--- src/rci_regs.svh ---
// register map, field positions, reset values and vectors of the reset-cause block
// Operation
// [RULE_01] A power-on reset clears the power-on flag, sets timeout and power-down, and leaves the brown-out flag as it was.
// [RULE_02] Brown-out gives power-on 1, brown-out 0, timeout 1, power-down 1; watchdog reset gives timeout 0, power-down 1; watchdog wake-up gives both 0.
// On a brown-out the code leaves the power-on flag as it was instead of setting it.
// [RULE_03] An external-pin reset while running keeps timeout and power-down, clears the three bank and page bits and loads the program counter with zero.
// [RULE_04] An external-pin reset in sleep and an interrupt wake-up set timeout and clear power-down.
// [RULE_05] Power-on, brown-out, external-pin and watchdog resets load the program counter with zero; wake-ups continue after the sleep instruction.
// [RULE_06] An interrupt wake-up with the global interrupt enable set loads the interrupt vector instead.
// [RULE_07] A wake-up leaves the wake source flag set in the interrupt flag registers and keeps the rest of them.
// [RULE_08] Register initialisation falls into three classes: power-on and brown-out, external-pin and watchdog reset, and wake-up.
// [RULE_09] Unimplemented bits always read back as zero.
// [RULE_10] Software keeps reserved bits at zero when writing.
// [RULE_11] The power-on flag is cleared only by a power-on reset; software sets it afterwards.
// [RULE_12] Software sets the brown-out flag after power-on so a later zero marks a brown-out.
// [RULE_13] The cause flags are final before the core is released to fetch its first instruction.
`ifndef RCI_REGS_SVH
`define RCI_REGS_SVH

`define RCI_OFS_CORE_STATUS  8'h00
`define RCI_OFS_CAUSE_FLAGS  8'h04
`define RCI_OFS_IRQ_STATUS   8'h08
`define RCI_OFS_IRQ_MASK     8'h0C
`define RCI_OFS_LAST_CAUSE   8'h10

`define RCI_ST_TIMEOUT       4
`define RCI_ST_POWERDOWN     3
`define RCI_CF_POWER_ON      1
`define RCI_CF_BROWNOUT      0

`define RCI_ST_RESET         8'h18
`define RCI_CF_RESET         2'h0
`define RCI_ST_SW_MASK       8'hE7
`define RCI_ST_BANK_MASK     8'h1F

`define RCI_PC_RESET         13'h0000
`define RCI_PC_IRQ_VECTOR    13'h0004

`endif

--- src/rci_pkg.sv ---
// types shared by the reset-cause block
package rci_pkg;

   typedef enum logic [2:0]
   {
      RCI_CAUSE_POR      = 3'h0,
      RCI_CAUSE_BROWNOUT = 3'h1,
      RCI_CAUSE_EXT      = 3'h2,
      RCI_CAUSE_WATCHDOG = 3'h3,
      RCI_CAUSE_IRQWK    = 3'h4
   } rci_cause_t;

   typedef enum logic [1:0]
   {
      RCI_ST_IDLE    = 2'h0,
      RCI_ST_APPLY   = 2'h1,
      RCI_ST_RELEASE = 2'h2
   } rci_state_t;

   typedef enum logic [1:0]
   {
      RCI_INIT_POWER = 2'h0,
      RCI_INIT_RESET = 2'h1,
      RCI_INIT_WAKE  = 2'h2
   } rci_init_t;

   // one reset or wake-up request from the supply, pin, watchdog and interrupt logic
   typedef struct packed
   {
      logic       valid;
      rci_cause_t code;
      logic [7:0] wake_src;
   } rci_req_t;

endpackage

--- src/rci_top.sv ---
// reset-cause recording, status flag update and program counter selection
//
// The Avalon-MM interface to the registers and the register addresses were decided locally.
`timescale 1ns/1ns
`include "rci_regs.svh"
module rci_top
#(
   parameter int PC_W = 13
)
(
   input  wire logic                sys_clk,
   input  wire logic                resetn,
   input  wire rci_pkg::rci_req_t   cause_req,
   input  wire logic                sleeping,
   input  wire logic                global_irq_enable,
   input  wire logic [PC_W-1:0]     cur_pc,
   output logic                     cpu_hold,
   output logic                     pc_load,
   output logic      [PC_W-1:0]     pc_value,
   output logic                     init_strobe,
   output rci_pkg::rci_init_t       init_class,
   output logic      [7:0]          wake_flag_set,
   output logic      [7:0]          core_status,
   output logic      [1:0]          reset_cause_flags,
   output logic                     irq,
   input  wire logic [7:0]          avs_address,
   input  wire logic                avs_read,
   input  wire logic                avs_write,
   input  wire logic [31:0]         avs_writedata,
   input  wire logic [3:0]          avs_byteenable,
   output logic      [31:0]         avs_readdata,
   output logic                     avs_waitrequest
);

   ////////////////////////////////////////////////////////////////////////
   // sequencer: take a cause, apply it, then release the core

   rci_pkg::rci_state_t state;
   rci_pkg::rci_state_t next_state;
   rci_pkg::rci_cause_t cur_code;
   logic                cur_sleep;
   logic                cur_ien;
   logic [7:0]          cur_wake;
   logic [PC_W-1:0]     cur_pc_q;

   wire take  = (state == rci_pkg::RCI_ST_IDLE) && cause_req.valid;
   wire apply = (state == rci_pkg::RCI_ST_APPLY);

   always_comb
   begin
      case (state)
         rci_pkg::RCI_ST_IDLE:
            next_state = take ? rci_pkg::RCI_ST_APPLY : rci_pkg::RCI_ST_IDLE;
         rci_pkg::RCI_ST_APPLY:
            next_state = rci_pkg::RCI_ST_RELEASE;
         rci_pkg::RCI_ST_RELEASE:
            next_state = rci_pkg::RCI_ST_IDLE;
         default:
            next_state = rci_pkg::RCI_ST_IDLE;
      endcase
   end

   always_ff @(posedge sys_clk or negedge resetn)
   begin
      if (!resetn)
         state <= rci_pkg::RCI_ST_RELEASE;
      else
         state <= next_state;
   end

   always_ff @(posedge sys_clk or negedge resetn)
   begin
      if (!resetn)
      begin
         cur_code  <= rci_pkg::RCI_CAUSE_POR;
         cur_sleep <= 1'b0;
         cur_ien   <= 1'b0;
         cur_wake  <= 8'h00;
         cur_pc_q  <= '0;
      end
      else if (take)
      begin
         cur_code  <= cause_req.code;
         cur_sleep <= sleeping;
         cur_ien   <= global_irq_enable;
         cur_wake  <= cause_req.wake_src;
         cur_pc_q  <= cur_pc;
      end
   end

   // core stays held while the flags settle
   assign cpu_hold = take || apply; // RULE_13

   ////////////////////////////////////////////////////////////////////////
   // cause decode

   wire is_por      = (cur_code == rci_pkg::RCI_CAUSE_POR);
   wire is_brownout = (cur_code == rci_pkg::RCI_CAUSE_BROWNOUT);
   wire is_ext      = (cur_code == rci_pkg::RCI_CAUSE_EXT);
   wire is_watchdog = (cur_code == rci_pkg::RCI_CAUSE_WATCHDOG);
   wire is_irqwk    = (cur_code == rci_pkg::RCI_CAUSE_IRQWK);
   wire dog_wake    = is_watchdog && cur_sleep;
   wire is_wake     = dog_wake || is_irqwk;

   // timeout and power-down per cause, bank bits cleared on any true reset
   wire [7:0] st_pwr  = `RCI_ST_RESET | (core_status & 8'h07); // RULE_01 RULE_02
   wire [7:0] st_dogr = (core_status & 8'h07) | 8'h08; // RULE_02
   wire [7:0] st_dogw = core_status & 8'hE7; // RULE_02
   wire [7:0] st_extr = core_status & `RCI_ST_BANK_MASK; // RULE_03
   wire [7:0] st_exts = (core_status & 8'h07) | 8'h10; // RULE_04
   wire [7:0] st_irqw = (core_status & 8'hE7) | 8'h10; // RULE_04

   wire [7:0] st_hw =
      (is_por || is_brownout)   ? st_pwr  :
      (is_ext && !cur_sleep)    ? st_extr :
      is_ext                    ? st_exts :
      dog_wake                  ? st_dogw :
      is_watchdog               ? st_dogr :
                                  st_irqw;

   wire [1:0] cf_hw =
      is_por ? {1'b0, reset_cause_flags[`RCI_CF_BROWNOUT]} : // RULE_01 RULE_11
      is_brownout ? {reset_cause_flags[`RCI_CF_POWER_ON], 1'b0} : // RULE_02
               reset_cause_flags;                             // RULE_11

   wire [PC_W-1:0] pc_next_instr = cur_pc_q + PC_W'(1);
   wire [PC_W-1:0] pc_hw =
      (is_irqwk && cur_ien) ? PC_W'(`RCI_PC_IRQ_VECTOR) : // RULE_06
      is_wake               ? pc_next_instr :           // RULE_05
                              PC_W'(`RCI_PC_RESET);    // RULE_05

   rci_pkg::rci_init_t init_hw;
   assign init_hw = is_wake ? rci_pkg::RCI_INIT_WAKE :
                    (is_por || is_brownout) ? rci_pkg::RCI_INIT_POWER :
                    rci_pkg::RCI_INIT_RESET; // RULE_08

   // a wake-up always leaves at least one source flag set
   wire [7:0] wake_hw = (cur_wake == 8'h00) ? 8'h01 : cur_wake; // RULE_07

   ////////////////////////////////////////////////////////////////////////
   // bus decode

   logic bus_ack;
   wire  bus_req  = avs_read || avs_write;
   // a write lands only at the edge that completes the transfer
   wire  bus_wr   = avs_write && bus_ack && avs_byteenable[0];
   wire  sel_st   = (avs_address == `RCI_OFS_CORE_STATUS);
   wire  sel_cf   = (avs_address == `RCI_OFS_CAUSE_FLAGS);
   wire  sel_is   = (avs_address == `RCI_OFS_IRQ_STATUS);
   wire  sel_im   = (avs_address == `RCI_OFS_IRQ_MASK);
   wire  sel_lc   = (avs_address == `RCI_OFS_LAST_CAUSE);
   wire  [7:0] wd = avs_writedata[7:0];

   assign avs_waitrequest = bus_req && !bus_ack;

   logic [4:0] evt_status;
   logic [4:0] evt_mask;
   logic [4:0] evt_set;
   assign evt_set = apply ? (5'h01 << cur_code) : 5'h00;

   // unimplemented bits read as zero
   wire [31:0] rd_mux =
      sel_st ? {24'h0, core_status} :
      sel_cf ? {30'h0, reset_cause_flags} : // RULE_09
      sel_is ? {27'h0, evt_status} :
      sel_im ? {27'h0, evt_mask} :
      sel_lc ? {29'h0, cur_code} : 32'h0; // RULE_09

   always_ff @(posedge sys_clk or negedge resetn)
   begin
      if (!resetn)
      begin
         bus_ack      <= 1'b0;
         avs_readdata <= 32'h0;
      end
      else
      begin
         bus_ack      <= bus_req && !bus_ack;
         avs_readdata <= (avs_read && !bus_ack) ? rd_mux : 32'h0;
      end
   end

   ////////////////////////////////////////////////////////////////////////
   // flags, program counter and init class

   always_ff @(posedge sys_clk or negedge resetn)
   begin
      if (!resetn)
      begin
         core_status       <= `RCI_ST_RESET; // RULE_01
         reset_cause_flags <= `RCI_CF_RESET; // RULE_01
      end
      else if (apply)
      begin
         core_status       <= st_hw;
         reset_cause_flags <= cf_hw;
      end
      else if (bus_wr && sel_st)
         core_status <= (wd & `RCI_ST_SW_MASK)
                      | (core_status & ~`RCI_ST_SW_MASK);
      else if (bus_wr && sel_cf)
         reset_cause_flags <= wd[1:0]; // RULE_11 RULE_12
   end

   always_ff @(posedge sys_clk or negedge resetn)
   begin
      if (!resetn)
      begin
         pc_value      <= PC_W'(`RCI_PC_RESET);
         init_class    <= rci_pkg::RCI_INIT_POWER;
         init_strobe   <= 1'b1;
         wake_flag_set <= 8'h00;
      end
      else
      begin
         pc_value      <= apply ? pc_hw : pc_value;
         init_class    <= apply ? init_hw : init_class;
         init_strobe   <= apply;
         wake_flag_set <= (apply && is_wake) ? wake_hw : 8'h00; // RULE_07
      end
   end

   // load the pc as the core is let go
   assign pc_load = (state == rci_pkg::RCI_ST_RELEASE); // RULE_13

   rci_flag_bank #(.N(5)) u_flags
   (
      .sys_clk    (sys_clk),
      .resetn     (resetn),
      .set_evt    (evt_set),
      .clr_w1c    ((bus_wr && sel_is) ? wd[4:0] : 5'h00),
      .mask_we    (bus_wr && sel_im),
      .mask_wdata (wd[4:0]),
      .status     (evt_status),
      .mask       (evt_mask),
      .irq        (irq)
   );
endmodule

--- src/rci_flag_bank.sv ---
// sticky event flags with write-one-to-clear, mask and level interrupt
`timescale 1ns/1ns
module rci_flag_bank
#(
   parameter int N = 5
)
(
   input  wire logic         sys_clk,
   input  wire logic         resetn,
   input  wire logic [N-1:0] set_evt,
   input  wire logic [N-1:0] clr_w1c,
   input  wire logic         mask_we,
   input  wire logic [N-1:0] mask_wdata,
   output logic      [N-1:0] status,
   output logic      [N-1:0] mask,
   output logic              irq
);

   genvar i;
   generate
      for (i = 0; i < N; i++)
      begin : g_flag
         // a set in the same cycle as a clear wins
         always_ff @(posedge sys_clk or negedge resetn)
         begin
            if (!resetn)
               status[i] <= 1'b0;
            else if (set_evt[i])
               status[i] <= 1'b1;
            else if (clr_w1c[i])
               status[i] <= 1'b0;
         end
      end
   endgenerate

   always_ff @(posedge sys_clk or negedge resetn)
   begin
      if (!resetn)
         mask <= '0;
      else if (mask_we)
         mask <= mask_wdata;
   end

   assign irq = |(status & mask);
endmodule

--- config.mk ---
export PLATFORM = sky130hd
export DESIGN_NAME = rci_top
export DESIGN_NICKNAME = d
export VERILOG_FILES = /design/src/rci_pkg.sv /design/src/rci_top.sv /design/src/rci_flag_bank.sv
export VERILOG_INCLUDE_DIRS = /design/src /design/src/src
export SDC_FILE = /design/constraint.sdc
export NUM_CORES = 1
export LEC_CHECK = 0
export ABC_CLOCK_PERIOD_IN_PS = 2800
export BUFFER_PORTS_ARGS = -buffer_cell sky130_fd_sc_hd__buf_2
export CORE_ASPECT_RATIO = 1.5
export CORE_MARGIN = 3
export CORE_UTILIZATION = 52
export CTS_CLUSTER_DIAMETER = 120
export DETAILED_ROUTE_END_ITERATION = 8
export PLACE_DENSITY = 0.85
export RECOVER_POWER = 50
export SETUP_SLACK_MARGIN = 0.1
export SLEW_MARGIN = 20
export SYNTH_ARGS = -nofsm -noshare
export SYNTH_HDL_FRONTEND = slang
export SYNTH_SLANG_ARGS = --single-unit
--- constraint.sdc ---
create_clock -name sys_clk -period 2.8 [get_ports sys_clk]
set_clock_uncertainty 0.1 [all_clocks]
set_input_delay 0.28 -clock sys_clk [delete_from_list [all_inputs] [get_ports sys_clk]]
set_output_delay 0.28 -clock sys_clk [all_outputs]
set_load 0.05 [all_outputs]
==> summary.txt <==
worst skew pair latency: 0.35 ns
Max Slew Vio Count: 30
Pwr Total: 3.34 mW
Core Rows: 37
area of the multi-input gates: 1500 um2
Cell Area, Synth: 3700 um2
drt first-iter violations: 115
worst setup path end: core_status[1]
Layout fillers: 564
final hold vios: 0
number of routed nets with antenna violations: 0
PostCTS Resize Cnt: 0
share of flip-flops with an asynchronous set or reset: 1.00
maximum vdd drop: 0.479 mV
global-route wire length before repair: 12.2 mm
cells on worst reg2reg path: 4
Hold Crit Class: in2reg
worst path required time: 2.92 ns
Post-Syn Instances: 333
TritonRoute pass-1 iters: 4
largest area contributor in the netlist: dfrtp_1
RSZ-0062 raised after global routing: no
Die ar.: 8190 um2
sequential fraction of the synthesis area: 0.549
failing checks: capacitance limit, slew limit
width of the die: 74.9 um
Initial Util: 0.537
critical path fanouts, max: 23
largest net degree at the start of global routing: 82
f_max: 0.487 GHz
fin crit period: 2.05 ns
period utilization: 0.734
status: finished with violations
Non-Filler Instances: 512
Unique masters post-synth: 44
Worst Tran Pin Value: 1.65 ns
PwrDens: 759 nW/um2
GPL Wtd Cong: 0.893
Clk pin slew, worst setup/hold paths: 0.08 ns
max cap viols: 1
WL final: 7.64 mm
Syn. warnings: 0
die height: 109 um
core area: 6900 um2
total track usage: 0.195
Worst Setup End Kind: register
DRC: 0
Via Count: 2680
PnR worst setup slack: 0.746 ns
vias per cell: 5.23
CTS Root Buffer Type: clkbuf_8
Crit Path Class: reg2reg
Antenna Cells: 0
area occupied by registers: 2030 um2
Main synth FF type: dfrtp_1
Routed wire per std cell: 14.9 um
EDFF count, synth: 0
grt ovf: 0
DP Cell Count: 494
number of top-level pins: 145
H-tree levels: 3
Syn-to-layout area delta: 18.8%
clock sinks: 81
Post-Place Setup Slack: 0.591 ns
HPWL after DPL: 5.71 mm
register-to-register setup slack: 0.75 ns
Critical Path AT: 2.18 ns
synthesized flop and latch total: 81
max_slew headroom: -0.0969
area share of the largest cell type after synthesis: 0.520
CTS tree: yes
final setup fails: 0
Reg-to-Reg End: core_status[1]
CP Launch Point: state[1]
vias in the first global route: 2592
PortBufs: 93
Setup Buffers After CTS: 0
setup TNS: 0 ns
antenna violations before repair: 0
final instance area: 4400 um2
crit start category: register
Net count, final: 505
synth top area cells: dfrtp_1 (52%), mux2_2 (10%), buf_4 (4.9%), nand2_1 (3.2%), dfstp_2 (2.8%)
Post-DP Area: 4170 um2
CTS Buf Count: 9
CTS Buffer Depth: 2
LEAKAGE: 2.16 nW
syn avg cell area: 11.1 um2
layout cells sized above 1: 0.316
r2r startpoint: state[1]
-- cell type report --
class	instances	area share
clock inverter	4	0.0114
tap	78	0.0222
timing repair buffer	99	0.118
clock buffer	12	0.0376
inverter	9	0.00768
sequential	81	0.462
multi-input combinational	229	0.341
-- critical path, cell delays in order (launching register included) --
cell and delay (ns):
dfstp_1 0.61, nand2b_1 0.15, buf_4 0.26, nand4_1 0.39
mux2_2 0.42
-- power by group --
part	internal [mW]	switching [mW]
logic	0.287	0.636
registers	1.36	0.163
clock network	0.484	0.405
total	2.13	1.20
-- per-stage QoR --
stage / util / hold WS (ns)
finish: 0.638 / 0.0318
global route: 0.638 / 0.0215
CTS: 0.636 / 0.0185
detailed placement: 0.605 / 0.365
global placement: 0.605 / 0.353
floorplan: - / -0.116
-- flip-flops by register name, summed over array words and instances, names as in the netlist, 3 cells and up --
| name | cells |
|---|---|
| wake_flag_set | 8 |
| core_status | 8 |
| cur_pc_q | 13 |
| cur_wake | 8 |
| avs_readdata | 8 |
| pc_value | 13 |
| u_flags.mask | 5 |
| cur_code | 3 |
| u_flags.status | 5 |
-- cell usage after synthesis (all sizes together), types with 6 or more instances --
cell type	instances
dfrtp	77
mux2	34
nand2	32
buf	25
nor2	20
o21ai	20
clkbuf	12
and2	11
a21oi	9
inv	9
xnor2	9
mux2i	8
nand3	8
nand2b	6
nor3	6
-- worst min path at each step --
| stage | start | end | slack, ns | cells past startpoint |
|---|---|---|---|---|
| 2_1_floorplan | resetn | avs_readdata[0] | -0.12 | 0 |
| 3_3_place_gp | bus_ack | bus_ack | 0.35 | 1 |
| 3_5_place_dp | init_class[1] | init_class[1] | 0.36 | 1 |
| 4_1_cts | avs_writedata[3] | u_flags.status[3] | 0.02 | 2 |
| 5_1_grt | cur_pc[11] | cur_pc_q[11] | 0.02 | 3 |
| 6_report | avs_writedata[3] | u_flags.status[3] | 0.03 | 2 |
-- per-layer routing --
metal,up-vias,global-route usage,wire (um)
li1,1285,-,-
met1,1291,0.229,2910
met2,90,0.336,4150
met3,14,0.0485,434
met4,0,0.0751,139
met5,-,0,0
-- repair_timing --
| action | in CTS | in global routing |
|---|---|---|
| endpoints found under the setup margin | 0 | 0 |
| hold buffers | 0 | 1 |
| endpoints found under the hold margin | 0 | 27 |
-- logic make-up (layout without fill, tap and decap cells) --
logic type,count (synthesis),after routing,share of synthesized area
AO/OA/AOI/OAI,44,44,0.0693
buffers and inverters,46,124,0.0710
other,1,24,0.00101
multiplexers,42,42,0.125
adder cells (fa/ha/maj),1,1,0.00338
flip-flops,81,81,0.549
XOR/XNOR,11,11,0.0260
AND/OR/NAND/NOR,107,107,0.155
-- cell usage in the layout, fill, tap and decap left out, types with 3 or more instances in the layout --
cell type  instances
dfrtp_1           77
buf_2             73
mux2_2            33
nand2_1           32
conb_1            24
nor2_1            20
o21ai_0           20
clkbuf_1          20
clkbuf_8          12
and2_1            10
inv_1              9
a21oi_1            9
xnor2_1            9
mux2i_1            8
nand3_1            8
nand2b_1           6
nor3_1             6
a22oi_1            4
nor2b_1            4
nand4_1            4
nor4_1             3
a31oi_1            3
dfstp_2            3
buf_4              3
(Power assumes the default switching activity.)
